==> config.mk <==
export PLATFORM = sky130hd
export DESIGN_NAME = descriptor_rom_loader
export DESIGN_NICKNAME = d
export VERILOG_FILES = /design/src/hw/rom_loader_pkg.sv /design/src/hw/bit_sampler.sv /design/src/hw/descriptor_rom_loader.sv
export VERILOG_INCLUDE_DIRS = /design/src /design/src/hw
export SDC_FILE = /design/constraint.sdc
export NUM_CORES = 1
export LEC_CHECK = 0
export ABC_AREA = 1
export BUFFER_PORTS_ARGS = -buffer_cell sky130_fd_sc_hd__buf_2
export CORE_MARGIN = 3
export CORE_UTILIZATION = 55
export CTS_BUF_LIST = sky130_fd_sc_hd__clkbuf_2
export DETAILED_ROUTE_END_ITERATION = 6
export GPL_TIMING_DRIVEN = 1
export PLACE_DENSITY = 0.72
export RECOVER_POWER = 100
export SETUP_SLACK_MARGIN = 0.4
export SYNTH_ARGS = -nofsm -noshare
export SYNTH_HDL_FRONTEND = slang
export SYNTH_HIERARCHICAL = 1
export SYNTH_SLANG_ARGS = --single-unit
==> constraint.sdc <==
create_clock -name i_clk -period 5.33 [get_ports i_clk]
set_clock_uncertainty 0.1 [all_clocks]
set_input_delay 0.7995 -clock i_clk [delete_from_list [all_inputs] [get_ports i_clk]]
set_output_delay 0.7995 -clock i_clk [all_outputs]
set_load 0.02 [all_outputs]
==> src/hw/rom_loader_consts.svh <==
`ifndef ROM_LOADER_CONSTS_SVH
`define ROM_LOADER_CONSTS_SVH
`define ROM_DEV_ADDR_RD   8'hA1
`define ROM_IMAGE_BYTES   57
`define ROM_CLK_DIV       384
`define ROM_QUARTER_DIV   96
`define OFS_VENDOR_ID     0
`define OFS_PRODUCT_ID    2
`define OFS_PRODUCT_STR   4
`define OFS_VENDOR_STR    20
`define OFS_POWER_ATTR    52
`define OFS_MAX_POWER     53
`define OFS_AUX_USAGE     54
`define PRODUCT_STR_LEN   16
`define VENDOR_STR_LEN    32
`endif

==> src/hw/rom_loader_pkg.sv <==
package rom_loader_pkg;
   typedef enum {ST_IDLE, ST_START, ST_ADDR, ST_AACK, ST_DATA, ST_DACK, ST_STOP, ST_DONE,
                 ST_FAIL} loader_state_t;
   typedef struct packed {
      logic        loaded;
      logic [15:0] vendor_id;
      logic [15:0] product_id;
      logic [7:0]  power_attr;
      logic [7:0]  max_power;
      logic [23:0] aux_usage;
   } descriptor_t;
   typedef struct packed {
      logic scl_oe;
      logic sda_oe;
   } rom_pins_t;
endpackage

==> src/hw/bit_sampler.sv <==
`timescale 1ns/1ns
`default_nettype none
module bit_sampler (
   input  wire logic i_clk,
   input  wire logic i_rst_b,
   input  wire logic i_pin,
   output logic      o_level
);
   import rom_loader_pkg::*;
   typedef struct packed {
      logic meta;
      logic sync;
   } sync_t;
   sync_t s_r;
   sync_t s_nxt;
   always_comb begin
      s_nxt.meta = i_pin;
      s_nxt.sync = s_r.meta;
   end
   always_ff @(posedge i_clk) begin
      if (!i_rst_b) begin
         s_r <= '{meta: 1'b1, sync: 1'b1};
      end else begin
         s_r <= s_nxt;
      end
   end
   assign o_level = s_r.sync;
endmodule
`default_nettype wire

==> src/hw/descriptor_rom_loader.sv <==
`timescale 1ns/1ns
`include "rom_loader_consts.svh"
`default_nettype none
module descriptor_rom_loader #(
   parameter int CLK_DIV = `ROM_CLK_DIV
) (
   input  wire logic                   i_clk,
   input  wire logic                   i_rst_b,
   input  wire logic                   i_rom_serial_data_in,
   output logic                        o_rom_serial_data_out,
   output logic                        o_rom_serial_data_oe,
   output logic                        o_rom_serial_clock_out,
   output logic                        o_rom_serial_clock_oe,
   input  wire logic                   i_usb_req,
   output logic                        o_usb_nack,
   input  wire logic [5:0]             i_str_index,
   output logic [15:0]                 o_str_unit,
   output rom_loader_pkg::descriptor_t o_desc
);
   import rom_loader_pkg::*;
   localparam int QDIV = CLK_DIV / 4;
   // the clock is held low for half a bit; the first 8 cycles are counted by the repetition
   localparam int LOW_END = CLK_DIV / 2 - 7;
   typedef struct packed {
      loader_state_t st;
      logic [8:0]    div;
      logic [1:0]    phase;
      logic [2:0]    bitn;
      logic [5:0]    byten;
      logic [7:0]    shreg;
      logic          scl_low;
      logic          sda_low;
      logic          nack;
      logic          usb_nack;
      logic [15:0]   unit;
      descriptor_t   desc;
      logic [47:0][7:0] str_mem;
   } state_t;
   state_t s_r;
   state_t s_nxt;
   logic   sda_in;
   logic   tick;

   bit_sampler u_sda_sync (
      .i_clk   (i_clk),
      .i_rst_b (i_rst_b),
      .i_pin   (i_rom_serial_data_in),
      .o_level (sda_in)
   );

   function automatic logic [7:0] bit_rev(input logic [7:0] b);
      for (int i = 0; i < 8; i++) begin
         bit_rev[i] = b[7 - i];
      end
   endfunction

   assign tick = (s_r.div == 9'(QDIV - 1));

   always_comb begin
      logic [7:0] v;
      logic [5:0] n;
      v = 8'h00;
      n = 6'h00;
      s_nxt = s_r;
      s_nxt.div = tick ? 9'h000 : s_r.div + 9'h001;
      if (tick) begin
         s_nxt.phase = s_r.phase + 2'h1;
         case (s_r.st)
            ST_IDLE: begin
               // one load per reset; the bus idles one full bit time first
               if (s_r.phase == 2'h3) begin
                  s_nxt.st = ST_START;
               end
            end
            ST_START: begin
               if (s_r.phase == 2'h1) begin
                  s_nxt.sda_low = 1'b1;
               end
               if (s_r.phase == 2'h3) begin
                  s_nxt.scl_low = 1'b1;
                  s_nxt.st = ST_ADDR;
                  s_nxt.bitn = 3'h7;
                  s_nxt.shreg = `ROM_DEV_ADDR_RD;
               end
            end
            ST_ADDR, ST_DACK: begin
               if (s_r.phase == 2'h0) begin
                  s_nxt.sda_low = (s_r.st == ST_ADDR) ? ~s_r.shreg[s_r.bitn]
                                : (s_r.byten != 6'(`ROM_IMAGE_BYTES));
               end
               if (s_r.phase == 2'h1) begin
                  s_nxt.scl_low = 1'b0;
               end
               if (s_r.phase == 2'h3) begin
                  s_nxt.scl_low = 1'b1;
                  if (s_r.st == ST_DACK) begin
                     s_nxt.st = (s_r.byten == 6'(`ROM_IMAGE_BYTES)) ? ST_STOP : ST_DATA;
                     s_nxt.bitn = 3'h7;
                  end else if (s_r.bitn == 3'h0) begin
                     s_nxt.st = ST_AACK;
                  end else begin
                     s_nxt.bitn = s_r.bitn - 3'h1;
                  end
               end
            end
            ST_AACK, ST_DATA: begin
               if (s_r.phase == 2'h0) begin
                  s_nxt.sda_low = 1'b0;
               end
               if (s_r.phase == 2'h1) begin
                  s_nxt.scl_low = 1'b0;
               end
               if (s_r.phase == 2'h2) begin
                  s_nxt.shreg = {s_r.shreg[6:0], sda_in};
               end
               if (s_r.phase == 2'h3) begin
                  s_nxt.scl_low = 1'b1;
                  if (s_r.st == ST_AACK) begin
                     // no ack from the rom: stop; the descriptor fields keep their all-zero reset values, only loaded gets set
                     s_nxt.st = s_r.shreg[0] ? ST_STOP : ST_DATA;
                     s_nxt.nack = s_r.shreg[0] ? 1'b1 : s_r.nack;
                     s_nxt.bitn = 3'h7;
                  end else if (s_r.bitn == 3'h0) begin
                     s_nxt.st = ST_DACK;
                     s_nxt.byten = s_r.byten + 6'h01;
                  end else begin
                     s_nxt.bitn = s_r.bitn - 3'h1;
                  end
               end
            end
            ST_STOP: begin
               if (s_r.phase == 2'h0) begin
                  s_nxt.sda_low = 1'b1;
               end
               if (s_r.phase == 2'h1) begin
                  s_nxt.scl_low = 1'b0;
               end
               if (s_r.phase == 2'h3) begin
                  s_nxt.sda_low = 1'b0;
                  s_nxt.st = s_r.nack ? ST_FAIL : ST_DONE;
                  s_nxt.desc.loaded = 1'b1;
               end
            end
            ST_DONE, ST_FAIL: begin
               s_nxt.phase = s_r.phase;
            end
            default: begin
               s_nxt.st = ST_IDLE;
            end
         endcase
      end
      // latch the byte after its last bit; the shift register holds it reversed
      if (tick && s_r.st == ST_DATA && s_r.phase == 2'h3 && s_r.bitn == 3'h0) begin
         v = bit_rev(s_r.shreg);
         n = s_r.byten;
         case (n)
            6'(`OFS_VENDOR_ID):      s_nxt.desc.vendor_id[7:0]   = v;
            6'(`OFS_VENDOR_ID + 1):  s_nxt.desc.vendor_id[15:8]  = v;
            6'(`OFS_PRODUCT_ID):     s_nxt.desc.product_id[7:0]  = v;
            6'(`OFS_PRODUCT_ID + 1): s_nxt.desc.product_id[15:8] = v;
            6'(`OFS_POWER_ATTR):     s_nxt.desc.power_attr       = v;
            6'(`OFS_MAX_POWER):      s_nxt.desc.max_power        = v;
            6'(`OFS_AUX_USAGE):      s_nxt.desc.aux_usage[7:0]   = v;
            6'(`OFS_AUX_USAGE + 1):  s_nxt.desc.aux_usage[15:8]  = v;
            6'(`OFS_AUX_USAGE + 2):  s_nxt.desc.aux_usage[23:16] = v;
            default: begin
               if (n >= 6'(`OFS_PRODUCT_STR) && n < 6'(`OFS_POWER_ATTR)) begin
                  s_nxt.str_mem[n - 6'(`OFS_PRODUCT_STR)] = v;
               end
            end
         endcase
      end
      // index 0..15 product string, 16..47 vendor string
      s_nxt.unit = {8'h00, (i_str_index < 6'h30) ? s_r.str_mem[i_str_index] : 8'h00};
      // registered so the nack pin comes straight from a flop, in step with loaded
      s_nxt.usb_nack = ~s_nxt.desc.loaded;
   end

   always_ff @(posedge i_clk) begin
      if (!i_rst_b) begin
         s_r.st      <= ST_IDLE;
         s_r.div     <= 9'h000;
         s_r.phase   <= 2'h0;
         s_r.bitn    <= 3'h7;
         s_r.byten   <= 6'h00;
         s_r.shreg   <= 8'h00;
         s_r.scl_low <= 1'b0;
         s_r.sda_low <= 1'b0;
         s_r.nack    <= 1'b0;
         s_r.usb_nack <= 1'b1;
         s_r.unit    <= 16'h0000;
         s_r.desc    <= '0;
         for (int i = 0; i < 48; i++) begin
            s_r.str_mem[i] <= 8'h00;
         end
      end else begin
         s_r <= s_nxt;
      end
   end

   // open drain: only ever pull low, release for high
   assign o_rom_serial_data_out  = 1'b0;
   assign o_rom_serial_data_oe   = s_r.sda_low;
   assign o_rom_serial_clock_out = 1'b0;
   assign o_rom_serial_clock_oe  = s_r.scl_low;
   assign o_usb_nack             = s_r.usb_nack;
   assign o_str_unit             = s_r.unit;
   assign o_desc                 = s_r.desc;

   property p_nack_until_loaded;
      @(posedge i_clk) disable iff (!i_rst_b)
      (s_r.st != ST_DONE && s_r.st != ST_FAIL) |-> o_usb_nack;
   endproperty
   a_nack_until_loaded: assert property (p_nack_until_loaded) else $error("nack dropped early");

   property p_bus_rate;
      @(posedge i_clk) disable iff (!i_rst_b)
      $rose(s_r.scl_low) && s_r.st == ST_ADDR |-> s_r.scl_low [*8] ##LOW_END !s_r.scl_low;
   endproperty
   a_bus_rate: assert property (p_bus_rate) else $error("rom clock low time wrong");

   property p_start_cond;
      @(posedge i_clk) disable iff (!i_rst_b)
      $rose(s_r.sda_low) && !s_r.scl_low && s_r.st == ST_START |-> ##1 s_r.sda_low;
   endproperty
   a_start_cond: assert property (p_start_cond) else $error("start condition broken");

   property p_byte_count;
      @(posedge i_clk) disable iff (!i_rst_b)
      s_r.byten <= 6'(`ROM_IMAGE_BYTES);
   endproperty
   a_byte_count: assert property (p_byte_count) else $error("read too many bytes");

   property p_last_nack;
      @(posedge i_clk) disable iff (!i_rst_b)
      s_r.st == ST_DACK && s_r.byten == 6'(`ROM_IMAGE_BYTES) && s_r.phase == 2'h2
         |-> !o_rom_serial_data_oe;
   endproperty
   a_last_nack: assert property (p_last_nack) else $error("last byte not nacked");

   property p_data_ack;
      @(posedge i_clk) disable iff (!i_rst_b)
      s_r.st == ST_DACK && s_r.byten != 6'(`ROM_IMAGE_BYTES) && s_r.phase == 2'h2
         |-> o_rom_serial_data_oe;
   endproperty
   a_data_ack: assert property (p_data_ack) else $error("data byte not acked");

   property p_once;
      @(posedge i_clk) disable iff (!i_rst_b)
      s_r.st == ST_DONE |=> s_r.st == ST_DONE;
   endproperty
   a_once: assert property (p_once) else $error("load restarted");

   property p_sda_stable;
      @(posedge i_clk) disable iff (!i_rst_b)
      (s_r.st == ST_DATA || s_r.st == ST_ADDR) && !s_r.scl_low && !$past(s_r.scl_low)
         |-> $stable(o_rom_serial_data_oe);
   endproperty
   a_sda_stable: assert property (p_sda_stable) else $error("data moved with clock high");
endmodule
`default_nettype wire

==> results_dict.tcl <==
set metrics [dict create \
    status "finished, violations left" \
    violations "max-capacitance violations, max-slew violations" \
    ir_drop_mv 0.183 \
    cts_max_path_buffers 3 \
    cts-root-buf "clkbuf_2" \
    route.met3.wl_um 4130 \
    synth_most_common_cell "nand2_1" \
    cp_cell_sequence "dlygate4sd3_1 -> clkbuf_2 -> o21ai_0 -> a21oi_1 -> dlygate4sd3_1" \
    finalSetupViolCount 0 \
    fin_nets 4052 \
    crit_top_cell "dlygate4sd3_1" \
    path_delay_family "buffers and inverters" \
    syn_inst 4102 \
    dieArea_um2 48700 \
    via_count 23500 \
    ctsResizeCount 0 \
    die_h_um 221 \
    drt-total-wl_um 64900 \
    criticalPathCategory "input pin to flop" \
    grt_pass1_wl_um 106000 \
    cp_num_buf_inv 3 \
    synth_top_area_share_pct 39.8 \
    drive_above_1_share_pct 6.53 \
    clock_sinks 503 \
    synth_area_leader_cell "dfxtp_1" \
    p_leak_uw 0.0139 \
    synth.ff_latch_count 503 \
    drtPass1Iterations 5 \
    ys_async_sr_fraction_pct 0 \
    slew_headroom_pct -90.9 \
    fmax_mhz 229 \
    crit_slowest_cell "clkbuf_2" \
    yosysSeqAreaShare_pct 39.8 \
    ys.flop_type "dfxtp_1" \
    wl_met2_um 29300 \
    critPathMaxStageDelay_ns 1.99 \
    drt-met1-wl_um 29900 \
    ant_nets 0 \
    globalRouteTotalUtil_pct 26.9 \
    power_uw 6830 \
    cap_viol_max_count 1 \
    synth_cell_type_count 36 \
    grt_pass1_vias 20900 \
    highest_layer "met4" \
    drc_errors 0 \
    fin_tns_setup_ns 0 \
    worstMarginPinSlew_ns 2.86 \
    clkLatencyLatePin_ns 1.28 \
    cp_max_fo 141 \
    dr.first_iter.drc_count 2020 \
    place_congestion 0.854 \
    min_path_type "flop to flop" \
    port_buffers 92 \
    synth_commonest_cells "nand2_1 (1179), nor2_1 (867), dfxtp_1 (503)" \
    detail_route.vias_per_cell 4.98 \
    rows 77 \
    htreeDepth 4 \
    synth_enable_flop_cells 0 \
    pwr_density_cell_nw_per_um2 261 \
    syn_to_final_growth_pct 3.31 \
    grt_antenna_before_repair 2 \
    power_frac_seq_pct 55.1 \
    cts_buffers 135 \
    grt_overflow 0 \
    required_ns 6.45 \
    synthTopCellsByArea "dfxtp_1 (40%), nand2_1 (17%), nor2_1 (13%), inv_1 (6.8%), nand3_1 (5.7%)" \
    p_clk_share_pct 39.9 \
    dp_hpwl_um 37600 \
    ys_warn_count 6 \
    die_w_um 221 \
    path_clk_slew_ns 0.11 \
    slew_viol_final 141 \
    rsz0062_at_grt "false" \
    cp-start-kind "input pin" \
    switchingPower_uw 1860 \
    start_util_pct 56.4 \
    switching_share_pct 27.2 \
    combPwrFrac_pct 5.0 \
    coreArea_um2 44900 \
    finalCritPeriodShare_pct 81.9 \
    pin_count 104 \
    route.detailed.wl_per_inst_um 13.8 \
    p_int_uw 4970 \
    cts_tree "built" \
    arrival_ns 5.49 \
    synth_area_um2 25300 \
    syn_area_per_cell_um2 6.17 \
    grt_max_degree 173 \
    crit_path_end_kind "flop" \
    finalHoldViolCount 0 \
    min_period_ns 4.37 \
]
[layer usage]
layer | GRT usage [%] | vias up
met4 | 9.32 | 0
li1 | - | 12300
met2 | 43.5 | 652
met1 | 35.6 | 10400
met5 | 0 | -
met3 | 5.93 | 120
[layout make-up]
class	count	area (µm²)
well taps	592	741
flip-flops and latches	503	10100
repair buffers	127	693
diodes	6	15.0
inverters	471	1770
fillers	4633	18700
clock buffers	198	991
clock inverters	30	194
multi-input cells	2788	11700
[worst min-delay path: stages (launching register included)]
cell and delay (ns):
dfxtp_1 0.31, inv_1 0.03, nand2_1 0.04
[power by group through the flow]
stage	logic, µW	registers [µW]	clock network (µW)
after global placement	329	3850	0
after CTS	337	3760	2800
after floorplan	242	3850	0
final	340	3760	2720
after global routing	374	3770	3020
after detailed placement	330	3850	0
[cell usage in the layout (no fill, tap or decap), types with 2 or more instances in the layout]
master	synthesis	routed
clkinv_2	0	3
o21ai_0	164	165
diode_2	0	6
nor3b_1	2	2
inv_2	3	9
nor3_2	0	6
buf_12	0	4
dlygate4sd3_1	0	10
dfxtp_2	0	8
nand2_1	1179	1179
o211ai_1	3	3
bufinv_16	0	3
xor2_1	3	3
clkbuf_1	172	85
clkbuf_2	0	201
nor2_1	867	868
dfxtp_1	503	495
nand3_1	289	289
nor3_1	13	7
buf_2	42	5
ha_1	16	16
clkinv_1	7	25
nor2_2	6	4
buf_4	109	19
a21oi_1	169	169
or2_2	2	2
conb_1	1	10
xnor2_1	2	2
nand4_1	36	52
inv_1	461	460
[final timing paths]
| path | from | cells after the start | slack, ns | endpoint |
|---|---|---|---|---|
| worst max register to register | s_r[496] | 10 | 1.18 | s_r[245] |
| worst min-delay path | u_sda_sync/s_nxt[0] | 2 | 0.31 | u_sda_sync/o_level |
| worst max-delay path | i_rst_b | 5 | 0.96 | o_str_unit[6] |
| worst min register to register | u_sda_sync/s_nxt[0] | 2 | 0.31 | u_sda_sync/o_level |
[state kept, by name, summed over array words and instances (netlist names)]
| register | count |
|---|---|
| s_r | 417 |
| o_desc | 73 |
| o_str_unit | 8 |
| o_rom_serial_clock_oe | 1 |
| o_rom_serial_data_oe | 1 |
| o_usb_nack | 1 |
| u_sda_sync/o_level | 1 |
| u_sda_sync/s_nxt | 1 |
[timing repair]
action,4_1_cts,5_1_grt
hold buffers,10,0
buffers inserted,0,0
hold endpoints to repair,141,0
[metrics by stage]
stage               setup WS, ns  util, %  hold WS [ns]  instance area (µm²)  cells
CTS                         1.71     58.8         0.189                26400   4709
global route               0.669     58.2         0.330                26200   4711
detailed placement          1.57     55.9         0.299                25100   4471
floorplan                   3.00        -         0.280                25400   4111
global placement            1.58     55.9         0.281                25100   4471
finish                     0.964     58.3         0.313                26200   4715
[kinds of logic (layout without fill, tap and decap cells)]
| logic type | count (synthesis) | count (layout) | synth area share (%) |
|---|---|---|---|
| adder cells (fa/ha/maj) | 16 | 16 | 0.791 |
| XOR/XNOR | 5 | 5 | 0.173 |
| other | 1 | 16 | 0.0148 |
| AND/OR/NAND/NOR | 2413 | 2413 | 38.3 |
| AO/OA/AOI/OAI | 344 | 344 | 6.91 |
| buffers and inverters | 820 | 826 | 14.0 |
| flip-flops | 503 | 503 | 39.8 |
No activity file was read; power rests on OpenSTA's default activity.
